--- config.mk ---
export PLATFORM = sky130hd
export DESIGN_NAME = uxp_uart_pins
export DESIGN_NICKNAME = d
export VERILOG_FILES = /design/src/design/uxp_pkg.sv /design/src/design/uxp_uart_pins.sv
export SDC_FILE = /design/constraint.sdc
export NUM_CORES = 1
export LEC_CHECK = 0
export BUFFER_PORTS_ARGS = -buffer_cell sky130_fd_sc_hd__buf_2
export CELL_PAD_IN_SITES_DETAIL_PLACEMENT = 0
export CELL_PAD_IN_SITES_GLOBAL_PLACEMENT = 1
export CORE_MARGIN = 2
export CORE_UTILIZATION = 40
export CTS_CLUSTER_DIAMETER = 40
export CTS_CLUSTER_SIZE = 28
export DETAILED_ROUTE_END_ITERATION = 7
export PLACE_DENSITY = 0.67
export SLEW_MARGIN = 20
export SYNTH_ARGS = -nofsm -noshare
export SYNTH_HDL_FRONTEND = slang
export SYNTH_SLANG_ARGS = --single-unit
export TNS_END_PERCENT = 20
--- constraint.sdc ---
create_clock -name pclk -period 3.46 [get_ports pclk]
set_input_delay 0.173 -clock pclk [delete_from_list [all_inputs] [get_ports pclk]]
set_output_delay 0.173 -clock pclk [all_outputs]
set_load 0.1 [all_outputs]
--- src/design/uxp_pkg.sv ---
package uxp_pkg;
	localparam int NPORT = 8;
	// ----------------------------------------
	// register map
	// ----------------------------------------
	localparam logic [7:0] OFF_CTRL = 8'h00;
	localparam logic [7:0] OFF_DIV = 8'h04;
	localparam logic [7:0] OFF_THR = 8'h08;
	localparam logic [7:0] OFF_TXDATA = 8'h0c;
	localparam logic [7:0] OFF_STATUS = 8'h10;
	localparam logic [7:0] OFF_STRAP = 8'h14;
	localparam logic [7:0] OFF_LINE = 8'h18;
	// ----------------------------------------
	// fields
	// ----------------------------------------
	localparam int CTL_DTR_EN = 0;
	localparam int CTL_RTS_EN = 1;
	localparam int CTL_CTS_EN = 2;
	localparam int CTL_DSR_EN = 3;
	localparam int CTL_MRTS_LSB = 16;
	localparam int CTL_MDTR_LSB = 24;
	localparam int THR_UP_LSB = 0;
	localparam int THR_LO_LSB = 8;
	localparam int TXD_PORT_LSB = 8;
	localparam int TXD_FC_BIT = 11;
	localparam int LINE_BUSY_LSB = 8;
	localparam int LINE_HOLD_LSB = 16;
	localparam int STRAP_DONE_BIT = 4;
	// ----------------------------------------
	// reset values
	// ----------------------------------------
	localparam logic [31:0] CTRL_RST = 32'h0000_0000;
	localparam logic [15:0] DIV_RST = 16'h015b;
	localparam logic [15:0] THR_RST = 16'h2060;
	// ----------------------------------------
	// framing and timing
	// ----------------------------------------
	localparam logic [3:0] FRAME_BITS = 4'ha;
	localparam int STRAP_TIME_NS = 1000;
	localparam int CLK_PERIOD_NS = 25;
	localparam int STRAP_CYC_INT = (STRAP_TIME_NS + CLK_PERIOD_NS - 1) / CLK_PERIOD_NS;
	localparam logic [5:0] STRAP_CYCLES = 6'(STRAP_CYC_INT);
	typedef enum logic {
		PH_STRAP = 1'b0,
		PH_RUN = 1'b1
	} uxp_phase_t;
endpackage

--- src/design/uxp_uart_pins.sv ---
// Overview of operation
// - every port frames each character with a start bit and a stop bit
// - auto terminal-ready asserts at upper threshold, releases below lower threshold
// - auto request-to-send deasserts at upper threshold, reasserts below lower threshold
// - auto clear-to-send loss finishes current character, then idles until reasserted
// - auto data-set-ready loss finishes current character, then idles until reasserted
// - flow-control characters are sent regardless of clear-to-send and data-set-ready
// - port 0 request-to-send strap high at start-up skips the EEPROM preload
// - each port takes an active-low carrier detect, usable as general input
// - each port takes an active-low ring indicator, low meaning asserted
//
// The register offsets and register access over APB were decided locally.
`timescale 1ns/1ps
`default_nettype none
module uxp_uart_pins (
	input wire logic pclk,
	input wire logic presetn,
	input wire logic ce,
	input wire logic psel,
	input wire logic penable,
	input wire logic pwrite,
	input wire logic [7:0] paddr,
	input wire logic [31:0] pwdata,
	output logic [31:0] prdata,
	output logic pready,
	output logic pslverr,
	input wire logic [7:0] serial_rx_in,
	input wire logic [7:0] cts_n,
	input wire logic [7:0] dsr_n,
	input wire logic [7:0] carrier_detect_n,
	input wire logic [7:0] ring_indicator_n,
	input wire logic [63:0] rx_fill_level,
	output logic [7:0] serial_tx_out,
	output logic [7:0] serial_tx_oe,
	input wire logic serial_tx1_in,
	output logic [7:0] rts_n_out,
	output logic [7:0] rts_n_oe,
	input wire logic [1:0] rts_n_in,
	output logic [7:0] dtr_n_out,
	output logic [7:0] dtr_n_oe,
	input wire logic dtr0_n_in,
	output logic eeprom_bypass
);
	import uxp_pkg::*;

	function automatic logic hit(input logic [7:0] a, input logic [7:0] off);
		hit = (a == off);
	endfunction

	// change counts once second and third stage agree
	function automatic logic [39:0] agree(input logic [39:0] s2, input logic [39:0] s3,
		input logic [39:0] old);
		agree = (s2 & s3) | (old & (s2 | s3));
	endfunction

	// ----------------------------------------
	// pin synchronisers
	// ----------------------------------------
	logic [39:0] pin_s1_q, pin_s2_q, pin_s3_q, pin_f_q;
	logic [39:0] pin_raw;
	logic [39:0] st_raw;
	logic [39:0] st_s1_q, st_s2_q, st_s3_q, st_f_q;
	assign pin_raw = {ring_indicator_n, carrier_detect_n, dsr_n, cts_n, serial_rx_in};
	assign st_raw = {36'h0, dtr0_n_in, serial_tx1_in, rts_n_in};

	always_ff @(posedge pclk or negedge presetn) begin
		if (!presetn) begin
			pin_s1_q <= '1;
			pin_s2_q <= '1;
			pin_s3_q <= '1;
			pin_f_q <= '1;
			st_s1_q <= '0;
			st_s2_q <= '0;
			st_s3_q <= '0;
			st_f_q <= '0;
		end else if (ce) begin
			pin_s1_q <= pin_raw;
			pin_s2_q <= pin_s1_q;
			pin_s3_q <= pin_s2_q;
			pin_f_q <= agree(pin_s2_q, pin_s3_q, pin_f_q);
			st_s1_q <= st_raw;
			st_s2_q <= st_s1_q;
			st_s3_q <= st_s2_q;
			st_f_q <= agree(st_s2_q, st_s3_q, st_f_q);
		end
	end

	wire logic [7:0] rx_lvl = pin_f_q[7:0];
	wire logic [7:0] cts_act = ~pin_f_q[15:8];
	wire logic [7:0] dsr_act = ~pin_f_q[23:16];
	wire logic [7:0] dcd_act = ~pin_f_q[31:24];
	wire logic [7:0] ri_act = ~pin_f_q[39:32];

	// ----------------------------------------
	// start-up strap window
	// ----------------------------------------
	uxp_phase_t phase_q;
	logic [5:0] scnt_q;
	logic [3:0] strap_q;
	logic oe_q;

	// pins stay released during the window so the straps can be read
	always_ff @(posedge pclk or negedge presetn) begin
		if (!presetn) begin
			phase_q <= PH_STRAP;
			scnt_q <= '0;
			strap_q <= '0;
			oe_q <= 1'b0;
		end else if (ce) begin
			case (phase_q)
				PH_STRAP: begin
					scnt_q <= 6'(scnt_q + 6'h1);
					if (scnt_q == 6'(STRAP_CYCLES - 6'h1)) begin
						strap_q <= st_f_q[3:0];
						oe_q <= 1'b1;
						phase_q <= PH_RUN;
					end
				end
				default: begin
					phase_q <= PH_RUN;
				end
			endcase
		end
	end
	assign eeprom_bypass = strap_q[0];
	assign serial_tx_oe = {NPORT{oe_q}};
	assign rts_n_oe = {NPORT{oe_q}};
	assign dtr_n_oe = {NPORT{oe_q}};
	wire logic run = (phase_q == PH_RUN);

	// ----------------------------------------
	// control registers
	// ----------------------------------------
	logic [31:0] ctrl_q;
	logic [15:0] div_q, thr_q;
	logic [15:0] bcnt_q;
	wire logic tick = run && (bcnt_q == 16'h0);
	wire logic [7:0] thr_up = thr_q[THR_UP_LSB +: 8];
	wire logic [7:0] thr_lo = thr_q[THR_LO_LSB +: 8];

	// ----------------------------------------
	// two-entry transmit buffer
	// ----------------------------------------
	logic [11:0] buf_q [2];
	logic wptr_q, rptr_q;
	logic [1:0] cnt_q;
	logic [7:0] busy, allowed;
	wire logic [11:0] head = buf_q[rptr_q];
	wire logic [2:0] head_port = head[TXD_PORT_LSB +: 3];
	wire logic in_ready = (cnt_q != 2'h2);
	wire logic out_valid = (cnt_q != 2'h0);
	wire logic out_ready = tick && !busy[head_port] && allowed[head_port];
	wire logic pop = out_valid && out_ready;
	logic push;

	always_ff @(posedge pclk or negedge presetn) begin
		if (!presetn) begin
			wptr_q <= 1'b0;
			rptr_q <= 1'b0;
			cnt_q <= '0;
			buf_q[0] <= '0;
			buf_q[1] <= '0;
		end else if (ce) begin
			if (push) begin
				buf_q[wptr_q] <= pwdata[11:0];
				wptr_q <= ~wptr_q;
			end
			if (pop) begin
				rptr_q <= ~rptr_q;
			end
			if (push && !pop) begin
				cnt_q <= 2'(cnt_q + 2'h1);
			end else if (pop && !push) begin
				cnt_q <= 2'(cnt_q - 2'h1);
			end
		end
	end

	// shared baud tick; a divisor of zero behaves as one
	always_ff @(posedge pclk or negedge presetn) begin
		if (!presetn) begin
			bcnt_q <= '0;
		end else if (ce && run) begin
			if (bcnt_q == 16'h0) begin
				bcnt_q <= (div_q == 16'h0) ? 16'h0 : 16'(div_q - 16'h1);
			end else begin
				bcnt_q <= 16'(bcnt_q - 16'h1);
			end
		end
	end

	// ----------------------------------------
	// per-port transmitter and flow control
	// ----------------------------------------
	logic [7:0] hold;
	for (genvar p = 0; p < NPORT; p++) begin : g_port
		logic [9:0] sh_q;
		logic [3:0] bits_q;
		logic hold_q, rts_q, dtr_q;
		wire logic [7:0] lvl = rx_fill_level[p*8 +: 8];
		wire logic load = pop && (head_port == 3'(p));
		// hold-off only blocks the start of a character, never cuts one
		assign allowed[p] = head[TXD_FC_BIT] ||
			((!ctrl_q[CTL_CTS_EN] || cts_act[p]) &&
			(!ctrl_q[CTL_DSR_EN] || dsr_act[p]));
		assign busy[p] = (bits_q != 4'h0);
		assign hold[p] = hold_q;
		assign serial_tx_out[p] = sh_q[0];
		assign rts_n_out[p] = rts_q;
		assign dtr_n_out[p] = dtr_q;

		always_ff @(posedge pclk or negedge presetn) begin
			if (!presetn) begin
				sh_q <= '1;
				bits_q <= '0;
			end else if (ce) begin
				if (load) begin
					sh_q <= {1'b1, head[7:0], 1'b0};
					bits_q <= FRAME_BITS;
				end else if (tick && busy[p]) begin
					sh_q <= {1'b1, sh_q[9:1]};
					bits_q <= 4'(bits_q - 4'h1);
				end
			end
		end

		always_ff @(posedge pclk or negedge presetn) begin
			if (!presetn) begin
				hold_q <= 1'b0;
				rts_q <= 1'b1;
				dtr_q <= 1'b1;
			end else if (ce) begin
				if (lvl >= thr_up) begin
					hold_q <= 1'b1;
				end else if (lvl < thr_lo) begin
					hold_q <= 1'b0;
				end
				rts_q <= ctrl_q[CTL_RTS_EN] ? hold_q : ~ctrl_q[CTL_MRTS_LSB + p];
				dtr_q <= ctrl_q[CTL_DTR_EN] ? ~hold_q : ~ctrl_q[CTL_MDTR_LSB + p];
			end
		end
	end

	// ----------------------------------------
	// apb slave
	// ----------------------------------------
	logic [31:0] rd;
	logic err;
	wire logic h_ctrl = hit(paddr, OFF_CTRL);
	wire logic h_div = hit(paddr, OFF_DIV);
	wire logic h_thr = hit(paddr, OFF_THR);
	wire logic h_txd = hit(paddr, OFF_TXDATA);
	wire logic acc = psel && penable && !pready;
	wire logic stall = pwrite && h_txd && !in_ready;
	wire logic done = psel && penable && pready && pwrite && !pslverr;
	assign push = done && h_txd;

	always_comb begin
		rd = 32'h0;
		err = 1'b0;
		if (h_ctrl) begin
			rd = ctrl_q;
		end else if (h_div) begin
			rd = {16'h0, div_q};
		end else if (h_thr) begin
			rd = {16'h0, thr_q};
		end else if (h_txd) begin
			rd = {30'h0, cnt_q};
		end else if (hit(paddr, OFF_STATUS)) begin
			rd = {ri_act, dcd_act, dsr_act, cts_act};
			err = pwrite;
		end else if (hit(paddr, OFF_STRAP)) begin
			rd = {27'h0, run, strap_q};
			err = pwrite;
		end else if (hit(paddr, OFF_LINE)) begin
			rd = {8'h0, hold, busy, rx_lvl};
			err = pwrite;
		end else begin
			err = 1'b1;
		end
	end

	// one wait state; a full buffer keeps pready low, pushing back against software
	always_ff @(posedge pclk or negedge presetn) begin
		if (!presetn) begin
			pready <= 1'b0;
			pslverr <= 1'b0;
			prdata <= '0;
		end else if (ce) begin
			pready <= acc && !stall;
			pslverr <= acc && !stall && err;
			prdata <= (acc && !stall && !pwrite) ? rd : 32'h0;
		end
	end

	always_ff @(posedge pclk or negedge presetn) begin
		if (!presetn) begin
			ctrl_q <= CTRL_RST;
			div_q <= DIV_RST;
			thr_q <= THR_RST;
		end else if (ce && done) begin
			if (h_ctrl) begin
				ctrl_q <= pwdata;
			end else if (h_div) begin
				div_q <= pwdata[15:0];
			end else if (h_thr) begin
				thr_q <= pwdata[15:0];
			end
		end
	end
endmodule
`default_nettype wire

==> out/metrics.cfg <==
[die]
die_area_sq_um = 61600
rows = 89
die_h_um = 248
die_w_um = 248
pin_count = 237
start_util_pct = 40.4
design.core.area_sq_um = 59000

[placement]
dp.final_hpwl_mm = 47.1
portBuffers = 236
place_inst = 3107
gp_congestion = 0.890

[timing]
hold_viol = 0
finalCritPeriodShare_pct = 91.0
fin_crit_ns = 3.15
tns_ns = 0
holdWs_ns = 0.0334
finalSetupViolations = 0
slew_violations = 0
rsz0062_at_grt = false
skew_ns = 0.0280
slew_headroom_pct = 33.0
tightest_slew_ns = 0.996
fmax_mhz = 318

[detailed_routing]
post_drt_wl_per_cell_um = 20.0
ant_nets = 0
drc = 0
drt_first_iter_violations = 1042
via_count = 18000
viasPerCell = 5.38
routed_wirelength_mm = 67.0
dr.pass1.iters = 5

[power]
finalPower_mw = 18.0
p_sw_mw = 5.46
p_int_mw = 12.6
p_clk_share_pct = 47.5
power_density_nw_per_um2 = 610
p_seq_share_pct = 36.8
pwr-share-comb_pct = 15.7
swShare_pct = 30.3
p_leak_nw = 12.9
peakVddDrop_mv = 2.10

[synthesis]
synthArstFlopShare_pct = 100
synth.avg_cell_area_sq_um = 10.8
yosys_warnings = 0
netlist_instances = 2200
ys.flop_type = dfstp_2
syn-cell-area_sq_um = 23800
ys_types = 65
synth-seq-area-share_pct = 49.4
ys_seq_elements = 458
synth_edf_count = 0
synth_nets = 2495

[global_route]
grt_pass1_vias = 17900
overflow = 0
grt_pass1_wl_mm = 104
grt_max_degree = 126
antenna_found_initial = 6
grtUsageTotal_pct = 21.8

[clock_tree]
htree_levels = 3
cts_buffers = 83
cts_root_buf = clkbuf_16
clk_latency_ns = 0.62
cts_max_path_buffers = 3
cts_tree = done
clock-sinks = 458
path_clk_slew_ns = 0.06

[layout]
nNetsFinal = 2797
drive_gt1_share_pct = 37.2
stdcell_count = 3348
fin_util_pct = 50.1
final_cell_mix = dfstp_2, mux2_2, buf_2
area_growth_pct = 24.0
final_common_cell = dfstp_2

[setup_path]
cp.arrival_ns = 3.67
critPathMaxFanout = 9
slowest_delay_ns = 0.52
crit_buf_inv = 1
worst_ep_required_time_ns = 3.99
critical-path-slowest-cell = or4b_1
start_kind = flip-flop
cp-end-kind = flip-flop
crit_type = flip-flop to flip-flop
r2r-start = bcnt_q[0]
cp_common_cell = ha_1
cp-startpoint = bcnt_q[0]
crit_chain = inv_1 -> ha_1 -> or4b_1 -> nor4_4 -> o211ai_4 -> or3_1 -> ha_1 -> nand2b_1 -> nor2_1 -> xor2_1
crit_family = simple AND/OR/NAND/NOR gates

[run_status]
status = complete, no violations

[run]
drv_cap = 0

[worst_hold_path]
hold_start = rx_fill_level[39]
worstHoldPathType = input pin to flip-flop

==> power by group through the flow <==
stage / Sequential, mW / Combinational [mW] / Clock (mW)
after global routing: 6.70 / 3.05 / 9.02
after detailed placement: 6.70 / 2.77 / 0
after CTS: 6.63 / 2.85 / 8.75
after global placement: 6.67 / 2.71 / 0
final: 6.63 / 2.84 / 8.56
after floorplan: 6.50 / 2.34 / 0
==> cell families after synthesis <==
group                      synth area share [%]
and+or+nand+nor                            10.8
buffers and inverters                      4.52
muxes                                      12.9
DFF                                        49.4
adders and majority gates                  7.40
xor gates and xnor gates                   1.14
AOI/OAI and AO/OA                          13.9
==> cell usage after synthesis, types with 9 or more instances <==
master | number | area, sq um
a211oi_1 | 15 | 113
nor4_1 | 18 | 113
o21ai_0 | 92 | 460
mux2_2 | 255 | 2870
ha_1 | 141 | 1760
dfstp_2 | 257 | 6750
a22o_1 | 9 | 78.8
nand3_1 | 19 | 95.1
or3_1 | 15 | 93.8
buf_2 | 9 | 45.0
a21oi_1 | 164 | 821
dfrtp_1 | 201 | 5030
nor2_1 | 147 | 552
a21o_1 | 60 | 450
a22oi_1 | 25 | 188
mux2i_1 | 17 | 170
o21ai_1 | 31 | 155
buf_1 | 13 | 48.8
o22ai_1 | 43 | 269
inv_1 | 87 | 327
nand2b_1 | 70 | 438
nand3b_1 | 11 | 82.6
o221ai_1 | 18 | 158
o211ai_1 | 28 | 210
buf_4 | 48 | 360
xor2_1 | 10 | 87.6
clkbuf_1 | 79 | 297
nor3_1 | 23 | 115
nand2_1 | 171 | 642
xnor2_1 | 21 | 184
==> flip-flops by register name, summed over array words and instances, names as in the netlist, 16 cells and up <==
name           count
g_port.sh_q       72
pin_f_q           40
pin_s1_q          40
pin_s2_q          40
pin_s3_q          40
ctrl_q            32
g_port.bits_q     32
prdata            32
buf_q             24
bcnt_q            16
div_q             16
thr_q             16
==> through the flow <==
| stage | setup WS [ns] | instance area [sq um] |
|---|---|---|
| after floorplan | 0.566 | 23800 |
| after global placement | 0.432 | 25700 |
| after detailed placement | 0.365 | 25700 |
| after CTS | 0.325 | 29500 |
| after global routing | 0.117 | 29600 |
| final | 0.312 | 29600 |
==> worst min-delay path: stages <==
cell and delay, ns:
buf_2 0.10, ha_1 0.14, a21o_1 0.08, a32o_1 0.11
==> routing by layer <==
| layer | vias to the layer above | wire length, um | track usage [%] |
|---|---|---|---|
| met1 | 9028 | 31500 | 30.7 |
| met3 | 120 | 3010 | 4.10 |
| met5 | - | 18 | 0 |
| met4 | 4 | 1890 | 7.37 |
| li1 | 8472 | - | - |
| met2 | 396 | 30600 | 33.8 |
==> repair_timing <==
item                                    CTS  global route
hold endpoints to repair                205             0
hold buffers                             82             0
gates resized for setup                   0             0
endpoints found under the setup margin    0             0
setup buffers                             0             0
==> final cells by class <==
type / instances / area [sq um]
fill: 5305 / 29500
sequential: 458 / 11800
multi-input combinational: 1506 / 11000
timing repair buffer: 366 / 2490
clock buffer: 106 / 2330
tap: 773 / 967
clock inverter: 50 / 672
inverter: 87 / 327
antenna: 2 / 5.00
==> path summary, 6_finish.rpt <==
check,end,slack [ns],cells after the start
worst min register to register,g_port[1].sh_q[8],0.46,2
worst max-delay path,cnt_q[1],0.31,10
max in group asynchronous,pin_s1_q[3],2.23,3
worst max register to register,cnt_q[1],0.31,10
worst min-delay path,g_port[4].hold_q,0.03,4
min in group asynchronous,g_port[6].hold_q,0.18,2
No activity file was read; power rests on OpenSTA's default activity.
